==> src/core/cpu_alu_pkg.sv <==
// Purpose: Shared constants and types of the CPU ALU and status flag block.
// Assumes: One 25 MHz core clock; 16-bit register bus with 4-bit byte address.
// Notes:   Positions of the status word fields are fixed by the CPU.
package cpu_alu_pkg;

  // ----------------------------------------------------------------------
  // Register map
  // ----------------------------------------------------------------------
  localparam int          DW          = 16;
  localparam int          AW          = 4;
  localparam logic [3:0]  STATUS_OFS  = 4'h0;
  localparam logic [3:0]  EVENT_OFS   = 4'h4;
  localparam logic [3:0]  MASK_OFS    = 4'h8;
  localparam logic [3:0]  MUL_HI_OFS  = 4'hc;

  // ----------------------------------------------------------------------
  // Status word fields
  // ----------------------------------------------------------------------
  localparam int          C_BIT       = 0;
  localparam int          Z_BIT       = 1;
  localparam int          OV_BIT      = 2;
  localparam int          N_BIT       = 3;
  localparam int          RA_BIT      = 4;
  localparam int          PRIO_LSB    = 5;
  localparam int          PRIO_MSB    = 7;
  localparam int          DC_BIT      = 8;
  localparam logic [2:0]  PRIO_MAX    = 3'h7;

  // ----------------------------------------------------------------------
  // Events
  // ----------------------------------------------------------------------
  localparam int          NEV         = 4;
  localparam int          EV_OVF      = 0;
  localparam int          EV_DIV0     = 1;
  localparam int          EV_DIV_DONE = 2;
  localparam int          EV_MUL_DONE = 3;

  // ----------------------------------------------------------------------
  // Datapath constants
  // ----------------------------------------------------------------------
  localparam logic [4:0]  DIV_STEPS   = 5'h10;
  localparam logic [15:0] BYTE_MASK   = 16'h00ff;
  localparam logic [15:0] BYTE_SIGN   = 16'h0080;
  localparam logic [15:0] WORD_SIGN   = 16'h8000;

  typedef enum logic [3:0] {
    OP_ADD, OP_ADDC, OP_SUB, OP_SUBB, OP_AND, OP_OR, OP_XOR,
    OP_SHL, OP_LSR, OP_ASR, OP_MOV, OP_MUL, OP_DIV
  } alu_op_t;

  typedef enum logic [2:0] {
    MUL_SS, MUL_UU, MUL_S_LIT, MUL_U_LIT, MUL_US, MUL_UU8
  } mul_mode_t;

  typedef enum logic [1:0] {DIV_IDLE, DIV_RUN, DIV_FIX} div_state_t;

  typedef struct packed {
    alu_op_t     op;
    mul_mode_t   mul_mode;
    logic        byte_mode;
    logic        src_mem;
    logic        dst_mem;
    logic        use_lit;
    logic        div_signed;
    logic        div_long;
    logic [4:0]  lit5;
    logic [15:0] dst_addr;
  } alu_req_t;

  typedef struct packed {
    logic        c, z, ov, n, dc, ra;
    logic [2:0]  prio;
    logic [NEV-1:0] evt;
    logic [NEV-1:0] mask;
    logic [15:0] rd_data;
    logic [15:0] res;
    logic [15:0] res_hi;
    logic        res_valid;
    logic        wreg_we;
    logic        mem_we;
    logic [15:0] dst_addr;
    div_state_t  div_st;
    logic [4:0]  cnt;
    logic [16:0] rem;
    logic [15:0] quo;
    logic [15:0] dvs;
    logic        neg_q;
    logic        neg_r;
  } alu_state_t;

endpackage

==> src/core/cpu_alu_status_flags.sv <==
// Purpose: 16-bit CPU ALU with status flags, multiply front end and divider.
// Assumes: Requests and operands come from decoder logic on core_clk_i.
// Notes:   Byte results are returned zero-extended in the upper byte.
//
// Added by the designer: the placing of the registers and strobed register access.
`timescale 1ns/1ps

module cpu_alu_status_flags
  import cpu_alu_pkg::*;
(
  input  wire logic           core_clk_i,
  input  wire logic           nrst_i,
  input  wire logic [AW-1:0]  bus_addr_i,
  input  wire logic [DW-1:0]  bus_wdata_i,
  input  wire logic           bus_wr_i,
  input  wire logic           bus_rd_i,
  output logic      [DW-1:0]  bus_rdata_o,
  input  wire logic           req_valid_i,
  input  wire alu_req_t       req_i,
  output logic                busy_o,
  input  wire logic [15:0]    wreg_a_i,
  input  wire logic [15:0]    mem_a_i,
  input  wire logic [15:0]    wreg_b_i,
  input  wire logic [15:0]    dividend_hi_i,
  input  wire logic           repeat_active_i,
  input  wire logic           priority_top_bit_i,
  input  wire logic           nesting_disable_i,
  output logic      [15:0]    result_o,
  output logic      [15:0]    result_hi_o,
  output logic                result_valid_o,
  output logic                wreg_we_o,
  output logic                mem_we_o,
  output logic      [15:0]    dst_addr_o,
  output logic      [15:0]    cpu_status_word_o,
  output logic      [3:0]     cpu_priority_o,
  output logic                user_irq_disable_o,
  output logic                irq_o
);

  // ----------------------------------------------------------------------
  // Reset release
  // ----------------------------------------------------------------------
  logic [1:0]  rst_sync_r;
  logic        rst_n;

  always_ff @(posedge core_clk_i or negedge nrst_i) begin
    if (!nrst_i) begin
      rst_sync_r <= 2'b00;
    end else begin
      rst_sync_r <= {rst_sync_r[0], 1'b1};
    end
  end

  assign rst_n = rst_sync_r[1];

  // ----------------------------------------------------------------------
  // Datapath signals
  // ----------------------------------------------------------------------
  alu_state_t         s_r;
  alu_state_t         s_nxt;
  logic        [15:0] opa;
  logic        [15:0] opb;
  logic        [15:0] am;
  logic        [15:0] bm;
  logic        [15:0] bx;
  logic               is_sub;
  logic               cin;
  logic        [16:0] sum17;
  logic        [4:0]  nib5;
  logic        [8:0]  lo9;
  logic        [15:0] r;
  logic        [15:0] rm;
  logic               msb_a;
  logic               msb_b;
  logic               msb_r;
  logic               zero_r;
  logic signed [16:0] ma;
  logic signed [16:0] mb;
  logic signed [33:0] prod;
  logic        [31:0] dd;
  logic        [31:0] dd_abs;
  logic        [15:0] dv_abs;
  logic               dd_neg;
  logic               dv_neg;
  logic        [16:0] trial;
  logic               ge;
  logic        [15:0] sw;
  logic               accept;

  function automatic logic top_bit(input logic [15:0] x, input logic bm8);
    top_bit = bm8 ? x[7] : x[15];
  endfunction

  // ----------------------------------------------------------------------
  // Operand selection and arithmetic
  // ----------------------------------------------------------------------
  always_comb begin
    opa    = req_i.src_mem ? mem_a_i : wreg_a_i;
    opb    = req_i.use_lit ? {11'h000, req_i.lit5} : wreg_b_i;
    am     = req_i.byte_mode ? (opa & BYTE_MASK) : opa;
    bm     = req_i.byte_mode ? (opb & BYTE_MASK) : opb;
    is_sub = (req_i.op == OP_SUB) || (req_i.op == OP_SUBB);
    // Subtraction adds the inverted operand, so carry means no borrow.
    bx     = is_sub ? (~bm & (req_i.byte_mode ? BYTE_MASK : 16'hffff)) : bm;
    unique case (req_i.op)
      OP_ADDC, OP_SUBB: cin = s_r.c;
      OP_SUB:           cin = 1'b1;
      default:          cin = 1'b0;
    endcase
    sum17 = {1'b0, am} + {1'b0, bx} + {16'h0000, cin};
    nib5  = {1'b0, am[3:0]} + {1'b0, bx[3:0]} + {4'h0, cin};
    lo9   = {1'b0, am[7:0]} + {1'b0, bx[7:0]} + {8'h00, cin};
    msb_a = top_bit(am, req_i.byte_mode);
    msb_b = top_bit(bx, req_i.byte_mode);
    unique case (req_i.op)
      OP_AND:  r = am & bm;
      OP_OR:   r = am | bm;
      OP_XOR:  r = am ^ bm;
      OP_SHL:  r = {am[14:0], 1'b0};
      OP_LSR:  r = {1'b0, am[15:1]};
      OP_ASR:  r = {1'b0, am[15:1]}
                   | (msb_a ? (req_i.byte_mode ? BYTE_SIGN : WORD_SIGN) : 16'h0000);
      OP_MOV:  r = am;
      default: r = sum17[15:0];
    endcase
    rm     = req_i.byte_mode ? (r & BYTE_MASK) : r;
    msb_r  = top_bit(rm, req_i.byte_mode);
    zero_r = (rm == 16'h0000);
  end

  // ----------------------------------------------------------------------
  // Shared 17x17 multiplier
  // ----------------------------------------------------------------------
  always_comb begin
    // Unsigned operands zero-extend into bit 16, signed ones sign-extend.
    unique case (req_i.mul_mode)
      MUL_SS: begin
        ma = {opa[15], opa};
        mb = {wreg_b_i[15], wreg_b_i};
      end
      MUL_S_LIT: begin
        ma = {opa[15], opa};
        mb = {12'h000, req_i.lit5};
      end
      MUL_U_LIT: begin
        ma = {1'b0, opa};
        mb = {12'h000, req_i.lit5};
      end
      MUL_US: begin
        ma = {1'b0, opa};
        mb = {wreg_b_i[15], wreg_b_i};
      end
      MUL_UU8: begin
        ma = {9'h000, opa[7:0]};
        mb = {9'h000, wreg_b_i[7:0]};
      end
      default: begin
        ma = {1'b0, opa};
        mb = {1'b0, wreg_b_i};
      end
    endcase
    prod = ma * mb;
  end

  // ----------------------------------------------------------------------
  // Divider operand preparation
  // ----------------------------------------------------------------------
  always_comb begin
    if (req_i.div_long) begin
      dd = {dividend_hi_i, opa};
    end else if (req_i.div_signed) begin
      dd = {{16{opa[15]}}, opa};
    end else begin
      dd = {16'h0000, opa};
    end
    dd_neg = req_i.div_signed & dd[31];
    dv_neg = req_i.div_signed & wreg_b_i[15];
    dd_abs = dd_neg ? (32'h0 - dd) : dd;
    dv_abs = dv_neg ? (16'h0 - wreg_b_i) : wreg_b_i;
    trial  = {s_r.rem[15:0], s_r.quo[15]};
    ge     = (trial >= {1'b0, s_r.dvs});
  end

  // ----------------------------------------------------------------------
  // Next state
  // ----------------------------------------------------------------------
  assign accept = req_valid_i && (s_r.div_st == DIV_IDLE);

  always_comb begin
    s_nxt           = s_r;
    s_nxt.rd_data   = 16'h0000;
    s_nxt.res_valid = 1'b0;
    s_nxt.wreg_we   = 1'b0;
    s_nxt.mem_we    = 1'b0;
    s_nxt.ra        = repeat_active_i;

    // Register writes; an ALU update in the same cycle takes precedence.
    if (bus_wr_i) begin
      unique case (bus_addr_i)
        STATUS_OFS: begin
          s_nxt.c  = bus_wdata_i[C_BIT];
          s_nxt.z  = bus_wdata_i[Z_BIT];
          s_nxt.ov = bus_wdata_i[OV_BIT];
          s_nxt.n  = bus_wdata_i[N_BIT];
          s_nxt.dc = bus_wdata_i[DC_BIT];
          if (!nesting_disable_i) begin
            s_nxt.prio = bus_wdata_i[PRIO_MSB:PRIO_LSB];
          end
        end
        EVENT_OFS: s_nxt.evt  = s_r.evt & ~bus_wdata_i[NEV-1:0];
        MASK_OFS:  s_nxt.mask = bus_wdata_i[NEV-1:0];
        default:   s_nxt.mask = s_r.mask;
      endcase
    end

    if (bus_rd_i) begin
      unique case (bus_addr_i)
        STATUS_OFS: s_nxt.rd_data = sw;
        EVENT_OFS:  s_nxt.rd_data = {{(DW-NEV){1'b0}}, s_r.evt};
        MASK_OFS:   s_nxt.rd_data = {{(DW-NEV){1'b0}}, s_r.mask};
        MUL_HI_OFS: s_nxt.rd_data = s_r.res_hi;
        default:    s_nxt.rd_data = 16'h0000;
      endcase
    end

    // Single-cycle operations.
    if (accept && (req_i.op != OP_DIV)) begin
      s_nxt.res_valid = 1'b1;
      s_nxt.wreg_we   = !req_i.dst_mem;
      s_nxt.mem_we    = req_i.dst_mem;
      s_nxt.dst_addr  = req_i.dst_addr;
      if (req_i.op == OP_MUL) begin
        // Multiply leaves every flag alone.
        s_nxt.res           = prod[15:0];
        s_nxt.res_hi        = prod[31:16];
        s_nxt.evt[EV_MUL_DONE] = 1'b1;
      end else begin
        s_nxt.res = rm;
        s_nxt.n   = msb_r;
        unique case (req_i.op)
          OP_ADD, OP_SUB, OP_ADDC, OP_SUBB: begin
            s_nxt.c  = req_i.byte_mode ? sum17[8] : sum17[16];
            s_nxt.dc = req_i.byte_mode ? nib5[4] : lo9[8];
            s_nxt.ov = (msb_a == msb_b) && (msb_r != msb_a);
            s_nxt.evt[EV_OVF] = s_nxt.evt[EV_OVF] | s_nxt.ov;
          end
          OP_SHL: s_nxt.c = msb_a;
          OP_LSR, OP_ASR: s_nxt.c = am[0];
          default: s_nxt.c = s_r.c;
        endcase
        // Carry-chained ops keep a clear zero flag so multiword zero tests work.
        if ((req_i.op == OP_ADDC) || (req_i.op == OP_SUBB)) begin
          s_nxt.z = s_r.z & zero_r;
        end else begin
          s_nxt.z = zero_r;
        end
      end
    end

    // Restoring divider, one cycle per divisor bit.
    unique case (s_r.div_st)
      DIV_IDLE: begin
        if (accept && (req_i.op == OP_DIV)) begin
          s_nxt.dst_addr = req_i.dst_addr;
          if (wreg_b_i == 16'h0000) begin
            s_nxt.evt[EV_DIV0] = 1'b1;
            s_nxt.res          = 16'h0000;
            s_nxt.res_hi       = 16'h0000;
            s_nxt.res_valid    = 1'b1;
            s_nxt.wreg_we      = 1'b1;
          end else begin
            s_nxt.div_st = DIV_RUN;
            s_nxt.cnt    = DIV_STEPS;
            s_nxt.rem    = {1'b0, dd_abs[31:16]};
            s_nxt.quo    = dd_abs[15:0];
            s_nxt.dvs    = dv_abs;
            s_nxt.neg_q  = dd_neg ^ dv_neg;
            s_nxt.neg_r  = dd_neg;
          end
        end
      end
      DIV_RUN: begin
        s_nxt.rem = ge ? (trial - {1'b0, s_r.dvs}) : trial;
        s_nxt.quo = {s_r.quo[14:0], ge};
        s_nxt.cnt = s_r.cnt - 5'h01;
        if (s_r.cnt == 5'h01) begin
          s_nxt.div_st = DIV_FIX;
        end
      end
      DIV_FIX: begin
        s_nxt.res              = s_r.neg_q ? (16'h0 - s_r.quo) : s_r.quo;
        s_nxt.res_hi           = s_r.neg_r ? (16'h0 - s_r.rem[15:0]) : s_r.rem[15:0];
        s_nxt.res_valid        = 1'b1;
        s_nxt.wreg_we          = 1'b1;
        s_nxt.evt[EV_DIV_DONE] = 1'b1;
        s_nxt.div_st           = DIV_IDLE;
      end
      default: s_nxt.div_st = DIV_IDLE;
    endcase
  end

  // ----------------------------------------------------------------------
  // State register
  // ----------------------------------------------------------------------
  // All-zero reset gives status word, mask and events their reset values.
  always_ff @(posedge core_clk_i or negedge rst_n) begin
    if (!rst_n) begin
      s_r <= '0;
    end else begin
      s_r <= s_nxt;
    end
  end

  // ----------------------------------------------------------------------
  // Outputs
  // ----------------------------------------------------------------------
  always_comb begin
    sw              = 16'h0000;
    sw[C_BIT]       = s_r.c;
    sw[Z_BIT]       = s_r.z;
    sw[OV_BIT]      = s_r.ov;
    sw[N_BIT]       = s_r.n;
    sw[RA_BIT]      = s_r.ra;
    sw[DC_BIT]      = s_r.dc;
    sw[PRIO_MSB:PRIO_LSB] = s_r.prio;
  end

  assign cpu_status_word_o  = sw;
  assign cpu_priority_o     = {priority_top_bit_i, s_r.prio};
  assign user_irq_disable_o = priority_top_bit_i || (s_r.prio == PRIO_MAX);
  assign bus_rdata_o        = s_r.rd_data;
  assign busy_o             = (s_r.div_st != DIV_IDLE);
  assign result_o           = s_r.res;
  assign result_hi_o        = s_r.res_hi;
  assign result_valid_o     = s_r.res_valid;
  assign wreg_we_o          = s_r.wreg_we;
  assign mem_we_o           = s_r.mem_we;
  assign dst_addr_o         = s_r.dst_addr;
  assign irq_o              = |(s_r.evt & s_r.mask);

endmodule // cpu_alu_status_flags

==> config.mk <==
export PLATFORM = sky130hd
export DESIGN_NAME = cpu_alu_status_flags
export DESIGN_NICKNAME = d
export VERILOG_FILES = /design/src/core/cpu_alu_pkg.sv /design/src/core/cpu_alu_status_flags.sv
export SDC_FILE = /design/constraint.sdc
export NUM_CORES = 1
export LEC_CHECK = 0
export BUFFER_PORTS_ARGS = -buffer_cell sky130_fd_sc_hd__clkbuf_2
export CORE_ASPECT_RATIO = 0.6
export CORE_UTILIZATION = 45
export CTS_CLUSTER_DIAMETER = 40
export DETAILED_ROUTE_END_ITERATION = 16
export PLACE_DENSITY = 0.72
export SETUP_SLACK_MARGIN = 0.3
export SYNTH_ARGS = -nofsm -noshare
export SYNTH_HDL_FRONTEND = slang
export SYNTH_SLANG_ARGS = --single-unit
==> constraint.sdc <==
create_clock -name core_clk_i -period 5.7 [get_ports core_clk_i]
set_input_delay 1.425 -clock core_clk_i [delete_from_list [all_inputs] [get_ports core_clk_i]]
set_output_delay 1.425 -clock core_clk_i [all_outputs]
set_load 0.1 [all_outputs]
# Yosys cells after proc, flatten, opt, wreduce, memory -nomap -nowiden
# Index checks and enable logic that the tools add are counted.
[totals]
input_bits = 126
reg_bits = 143
wordCells = 175
out_inout_bits = 90
[op_classes]
n_bitwise = 16
n_mul = 1
n_mux = 59
n_reduce_logical = 31
magnitude_cmp = 1
addsub = 12
n_eq_ne = 30
[ops]
columns = ["op", "n"]
rows = [
  ["16-bit 2-to-1 mux", 16],
  ["16-bit case mux with 7 select lines", 1],
  ["32-bit 2-to-1 mux", 3],
  ["38-bit case mux with 2 select lines", 1],
  ["74-bit 2-to-1 mux", 1],
  ["34-bit 2-to-1 mux", 2],
  ["34-bit case mux with 2 select lines", 1],
  ["16-bit case mux with 4 select lines", 1],
  ["58-bit 2-to-1 mux", 1],
  ["51-bit 2-to-1 mux", 1],
  ["17-bit case mux with 3 select lines", 1],
  ["1-bit by 16-bit subtractor with 16-bit output (first input constant)", 3],
  ["17-bit case mux with 2 select lines", 1],
  ["16-bit bitwise AND", 2],
  ["16-bit logical NOT", 2],
  ["17-bit by 17-bit multiplier with 32-bit output", 1],
  ["1-bit by 32-bit subtractor with 32-bit output (first input constant)", 1],
  ["4-bit == test (second input constant)", 7],
  ["4-bit by 3-bit == test with 1-bit output (second input constant)", 5],
  ["5-bit 2-to-1 mux", 4],
  ["16-bit by 16-bit adder with 17-bit output", 1],
  ["17-bit by 1-bit adder with 17-bit output", 1],
  ["17-bit by 16-bit >= comparator with 1-bit output", 1],
  ["1-bit 2-to-1 mux", 17],
  ["47 further kinds", 75],
]

# Logic depth before layout (Yosys ltp)
# Gate-level depths: netlist (run 1).
[logic_depth]
depth_word = 16
ltp_mapped = 29
ltp_nobuf = 26

# Least setup slack after synthesis (run 1)
# OpenSTA, ideal clock, no wires.
[synth_timing]
kind = "input -> register"
startpoint = "input port req_i[29] in the netlist's numbering"
endpoint = "register s_r, in the netlist result_hi_o[12]"
cell_stages = 26
path_buffers = 3
setup_ps = 134
required_time_ps = 5566
setup_slack_ps = -2313
t_arrival_ps = 7879
cell_sequence = "nand2b_1 > clkbuf_1 > clkbuf_1 > mux2i_1 > clkbuf_1 > nor2_1 > fa_1 > inv_1 > fa_1 > inv_1 > fa_1 > inv_1 > fa_1 > inv_1 > fa_1 > inv_1 > fa_1 > inv_1 > ha_1 > and3_1 > o22ai_1 > o311ai_1 > a221o_1 > and3_1 > a2111oi_0 > o31ai_1"
[synth_rtl]
columns = ["element", "line_no", "text"]
rows = [
  ["start: declaration", "cpu_alu_status_flags.sv:19", "input wire alu_req_t req_i,"],
  ["end signal: assignment", "cpu_alu_status_flags.sv:310", "s_r <= s_nxt;"],
  ["end: declaration", "cpu_alu_status_flags.sv:59", "alu_state_t s_r;"],
]

==> out/qor.txt, run 1 <==
Total track usage -> 33.9%
Die ar. -> 51700 um2
CTS clk-pin slew, worst paths -> 0.07 ns
Sequential Area -> 3580 um2
GR Util met1 -> 46.4%
TritonCTS sink count -> 143
Clk pwr share -> 5.4%
Int Power -> 0.0102 W
Failing checks -> negative setup slack
Drt wl/cell -> 22.8 um
Final-report max-slew violation count -> 0
Status -> finished with violations
Largest fanout on the critical path -> 8
CTS tree -> done
Syn Inst Count -> 2711
Post-synth EDFFs -> 0
Clk Latency, worst-skew pair -> 0.45 ns
Fin Hold WS -> 0.361 ns
Crit-path cells -> clkbuf_16 > buf_12 > mux2i_4 > or3_4 > nor2_4 > inv_2 > fa_2 > fa_1 > inv_2 > fa_1 > fa_1 > fa_1 > inv_1 > fa_1 > inv_2 > ha_4 > and3_4 > nor3b_4 > o21ai_2 > o311ai_4 > a221o_1 > a41o_1 > nand4b_1 > o211ai_1
DRC violations left -> 0
Largest net degree at the start of global routing -> 78
Root Buffer Master -> clkbuf_16
Vias in the first global route -> 22400
Gr busiest metal -> met2
CTS buffer count -> 17
Endpoints failing hold -> 0
Area leader, netlist -> fa_1
ANT nets after route -> 0
First-pass GRT wire length -> 131000 um
Critical path's slowest cell -> fa_1
Vert. Die Dim -> 177 um
Top cells by area, synth -> fa_1, dfrtp_1, ha_1
Peak supply drop -> 0.810 mV
Post-layout net count -> 3675
Share of the synthesized area in the top cell type -> 25.0%
Core area -> 49700 um2
GR Util met3 -> 14.7%
Starting density of the core -> 46.0%
PnR worst setup slack -> -1.34 ns
CP peak stage delay -> 0.56 ns
Final setup viols -> 25
Crit path time final -> 7.04 ns
PwrDens -> 740 nW/um2
Most common cell after layout, fill and taps aside -> inv_1
Final WL -> 86900 um
Nature of the critical path startpoint -> input port
Placed instance area -> 26800 um2
M2 GR Usage -> 49.0%
Via density -> 5.75
Buf+Inv Stages, Crit Path -> 6
Initial antenna violation count -> 4
Hold buffer count at cts -> 0
PortBufs -> 200
Final weighted congestion in routability-driven placement -> 1.02
Syn avg cell area -> 8.43 um2
Final period utilization -> 124%
Synthesized area -> 22900 um2
Yosys cell types -> 92
Clock skew -> 0.0141 ns
Sequential share of power -> 8.9%
Synth Register Bits -> 143
CP endpoint kind -> flip-flop
CP top delay family -> adder cells
Sequential fraction of the synthesis area -> 15.6%
Primary FF master, synth -> dfrtp_1
Slew headroom -> 9.53%
Worst EP arrival -> 7.34 ns
DR vias -> 21900
Most frequent cells in the layout -> inv_1, buf_4, fa_1
Syn. warnings -> 0
Switching power -> 0.0113 W
RSZ-0062 raised after global routing -> yes
H-tree Lvls -> 4
WS Path Type -> input port to flip-flop
Initial DRC count -> 2285
CP required -> 6.00 ns
Fraction of layout cells with a size suffix above 1 -> 29.5%
Post-Layout Inst Area -> 29000 um2
Ys async rst share -> 100%
Switching share of power -> 52.4%
Number of max-cap violations -> 0
Top-Level Pins -> 216
Row count -> 63
DR pass1 iterations -> 8
Leakage -> 14.1 nW
Multi-input logic area -> 18100 um2
FILL cells -> 4330
Fmax -> 0.142 GHz
Area grow syn2layout -> 26.9%
Logic pwr share -> 85.7%
Dpl hpwl -> 71400 um
Tightest Pin Transition -> 1.35 ns
Die W -> 293 um
Clk buf depth -> 2
Hold WC Path Type -> flip-flop to flip-flop
GR Overflow Total -> 0
CP most frequent cell -> fa_1
cells by family after synthesis:
| family | Yosys count | synth area share [%] |
|---|---|---|
| simple gates | 805 | 15.9 |
| buf+inv | 609 | 11.5 |
| compound gates | 485 | 13.8 |
| fa+ha+maj | 436 | 33.2 |
| flops | 143 | 15.6 |
| xor+xnor | 134 | 5.13 |
| mux | 97 | 4.80 |
| other cells | 2 | 0.0328 |
final timing paths:
path	start	endpoint	slack [ns]	cells after the start
setup / recovery	req_i[25]	result_hi_o[14]	-1.34	24
max in group asynchronous	rst_sync_r[1]	s_r[40]	3.67	1
hold reg to reg	rst_sync_r[0]	rst_sync_r[1]	0.36	0
hold / removal	rst_sync_r[0]	rst_sync_r[1]	0.36	0
min in group asynchronous	rst_sync_r[1]	bus_rdata_o[8]	0.45	0
setup reg to reg	cpu_status_word_o[0]	cpu_status_word_o[1]	1.85	17
worst reg2reg max path, cell delays in order (launching register included):
cell,delay [ns]
dfrtp_1,0.42
and2_1,0.17
o21ai_0,0.14
buf_4,0.15
fa_1,0.22
inv_1,0.08
fa_1,0.47
a211oi_2,0.24
o21ai_1,0.13
a31oi_1,0.27
o21ai_1,0.15
xor2_1,0.19
a221oi_2,0.24
o21ai_1,0.12
buf_4,0.19
nor4_2,0.29
buf_4,0.16
a41o_1,0.17
area by class of cell:
type	count	share of cell area, %
diodes	3	0.0259
clock inverters	15	0.600
clock buffers	17	1.47
well taps	682	2.94
repair buffers	583	15.1
flip-flops and latches	143	12.3
multi-input cells	1967	62.3
inverters	401	5.27
synthesized netlist by cell type, types with 7 or more instances:
master	number
and2_1	18
buf_4	84
and3_1	23
nor2b_1	22
xnor2_1	86
nand3_1	35
a21oi_1	99
a211oi_1	20
mux2i_1	50
o22ai_1	36
o221ai_1	8
o211ai_1	9
nor4_1	12
or3_1	21
buf_2	10
nor2_1	289
ha_1	151
mux2_2	36
o41ai_1	7
dfrtp_1	143
o21a_1	13
a21o_1	20
nand4_1	10
a31oi_1	18
a22oi_1	28
nand2_1	277
nand2b_1	27
a32oi_1	13
buf_1	7
o31ai_1	13
fa_1	285
xor2_1	48
inv_1	395
or4_1	8
nor3_1	26
clkbuf_1	104
a221o_1	8
o21ai_0	129
power by group through the flow:
stage | clock network (W) | logic, W | registers (W)
2_1_floorplan | 0 | 0.0105 | 0.00170
3_5_place_dp | 0 | 0.0153 | 0.00189
5_1_grt | 0.00121 | 0.0197 | 0.00195
6_report | 0.00116 | 0.0184 | 0.00192
3_3_place_gp | 0 | 0.0151 | 0.00187
4_1_cts | 0.00116 | 0.0173 | 0.00188
through the flow:
| step | TNS (ns) | power [W] | setup WS (ns) | utilization (%) | cells |
|---|---|---|---|---|---|
| 2_1_floorplan | -26.51 | 0.0122 | -1.58 | - | 2717 |
| 3_3_place_gp | -39.34 | 0.0169 | -1.90 | 53.9 | 3724 |
| 3_5_place_dp | -41.15 | 0.0172 | -1.95 | 53.9 | 3724 |
| 4_1_cts | -24.23 | 0.0204 | -1.30 | 57.5 | 3800 |
| 5_1_grt | -30.38 | 0.0229 | -1.53 | 58.3 | 3808 |
| 6_report | -26.24 | 0.0215 | -1.34 | 58.3 | 3811 |
what timing repair did:
item | CTS | global route
endpoints found under the setup margin | 28 | 29
pin swaps | 89 | 73
setup buffers | 41 | 8
gates cloned | 3 | 0
resized for setup | 200 | 83
per-layer routing:
layer,vias up,wire length (um)
met4,10,2280
met2,1217,36000
met3,169,12700
met5,-,59
met1,10900,35800
li1,9642,-
No activity file was read; power rests on OpenSTA's default activity.
==> run 2: changes to the inputs <==
--- a/config.mk
+++ b/config.mk
@@ -10,6 +10,7 @@
 export CORE_UTILIZATION = 45
 export CTS_CLUSTER_DIAMETER = 40
 export DETAILED_ROUTE_END_ITERATION = 16
+export MAX_ROUTING_LAYER = met4
 export PLACE_DENSITY = 0.72
 export SETUP_SLACK_MARGIN = 0.3
 export SYNTH_ARGS = -nofsm -noshare
==> out/qor.txt, run 2 (same netlist as run 1, synthesis figures left out) <==
Hold WC Path Type -> flip-flop to flip-flop
Most common cell after layout, fill and taps aside -> inv_1
PnR worst setup slack -> -1.51 ns (-0.169 ns)
CP endpoint kind -> flip-flop
Dpl hpwl -> 72700 um (+1.9%)
Tightest Pin Transition -> 1.11 ns (-0.239 ns)
Vert. Die Dim -> 177 um (unchanged)
Die ar. -> 51700 um2 (unchanged)
Final WL -> 87500 um (+0.70%)
Clk buf depth -> 2 (unchanged)
DR pass1 iterations -> 5 (-3)
CTS buffer count -> 17 (unchanged)
Post-layout net count -> 3674 (-0.027%)
CTS clk-pin slew, worst paths -> 0.06 ns (about the same)
Nature of the critical path startpoint -> input port
FILL cells -> 4378 (+1.1%)
Worst EP arrival -> 7.48 ns (+0.14 ns)
CP required -> 5.97 ns (-0.03 ns)
Initial antenna violation count -> 2 (-2)
CP peak stage delay -> 0.54 ns (-0.02 ns)
Post-Layout Inst Area -> 28700 um2 (-0.91%)
Initial DRC count -> 2401 (+5.1%)
CTS tree -> done
ANT nets after route -> 0 (unchanged)
Dpl cells -> 3738 (+0.38%)
PortBufs -> 200 (unchanged)
First-pass GRT wire length -> 132000 um (+0.22%)
Largest fanout on the critical path -> 8 (unchanged)
Vias in the first global route -> 21600 (-3.4%)
Area grow syn2layout -> 25.7%
Most frequent cells in the layout -> inv_1, buf_4, fa_1
Root Buffer Master -> clkbuf_16
Final-report max-slew violation count -> 0 (unchanged)
DRC violations left -> 0 (unchanged)
Crit path time final -> 7.21 ns (+0.169 ns)
Row count -> 63 (unchanged)
Starting density of the core -> 46.0% (unchanged)
TritonCTS sink count -> 143 (unchanged)
RSZ-0062 raised after global routing -> yes
Via density -> 5.72 (-0.54%)
Largest net degree at the start of global routing -> 62 (-21%)
Uppermost layer routed -> met4
Slew headroom -> 25.6% (+16 points)
Endpoints failing hold -> 0 (unchanged)
H-tree Lvls -> 4 (unchanged)
Top-Level Pins -> 216 (unchanged)
WS Path Type -> input port to flip-flop
Final setup viols -> 25 (unchanged)
Number of max-cap violations -> 0 (unchanged)
GR Overflow Total -> 0 (unchanged)
Routed wl met3 -> 10500 um (-17%)
Fraction of layout cells with a size suffix above 1 -> 28.5% (-1.0 points)
Placed instance area -> 26900 um2 (+0.25%)
M1 wire length -> 39700 um (+11%)
Status -> finished with violations
Hold buffer count at cts -> 0 (unchanged)
Core area -> 49700 um2 (unchanged)
Clk Latency, worst-skew pair -> 0.44 ns (about the same)
Fmax -> 0.139 GHz (-2.3%)
CP most frequent cell -> fa_1
Clock skew -> 0.00717 ns (-0.00697 ns)
Final weighted congestion in routability-driven placement -> 1.05 (+2.9%)
DR WL met2 -> 35800 um (-0.67%)
Failing checks -> negative setup slack
Die W -> 293 um (unchanged)
Critical path's slowest cell -> fa_1
DR vias -> 21800 (-0.62%)
Drt wl/cell -> 23.0 um (+0.78%)
Setup TNS -> -27.00 ns (-0.769 ns)
Final design utilization -> 57.8% (-0.53 points)
Total track usage -> 35.0% (+1.1 points)
Non-Filler Instances -> 3808 (-0.079%)
Final period utilization -> 126% (+3.0 points)
run 2: path summary, 6_finish.rpt:
path / startpoint / to / slack (ns) / depth (start not counted)
max: req_i[25] / result_hi_o[12] / -1.51 / 25
min: rst_sync_r[0] / rst_sync_r[1] / 0.35 / 0
max reg2reg: cpu_status_word_o[0] / cpu_status_word_o[1] / 1.59 / 17
min reg2reg: rst_sync_r[0] / rst_sync_r[1] / 0.35 / 0
max in group asynchronous: rst_sync_r[1] / s_r[47] / 4.10 / 1
min in group asynchronous: rst_sync_r[1] / async pin / 0.44 / 0
run 2: per-stage QoR:
stage	hold WS [ns]	setup slack, ns
global placement	0.339	-2.04
floorplan	0.331	-1.58
detailed placement	0.342	-2.13
finish	0.352	-1.51
CTS	0.356	-1.43
global route	0.368	-1.62
run 2: layout make-up:
class                   count  area (um2)  share of cell area [%]
repair buffers            582        4280                    14.9
well taps                 682         853                    2.97
inverters                 401        1510                    5.25
multi-input cells        1967       17900                    62.4
clock buffers              19         443                    1.54
flip-flops and latches    143        3580                    12.5
diodes                      2        5.00                  0.0174
clock inverters            12         138                   0.479
run 2: worst max-delay path: cells and delay by family:
kind            cells  cell delay, ns
mux                 1            0.35
simple gates        5            0.65
compound gates      5            1.09
fa+ha+maj           7            3.34
buf+inv             7            0.61
run 2: what timing repair did:
item | 4_1_cts | 5_1_grt
setup endpoints to repair | 28 | 29
resized for setup | 127 | 94
setup buffers | 23 | 11
cloned | 3 | 0
pin swaps | 76 | 76
run 2: layer usage:
layer	track usage (%)	vias to the layer above
met2	48.1	1116
met1	51.7	10900
met4	6.50	0
met3	8.86	113
met5	-	-
li1	-	9626
Power of run 2 is not shown: default switching activity piles up to over one toggle a cycle in this logic, so the estimate is an artifact.
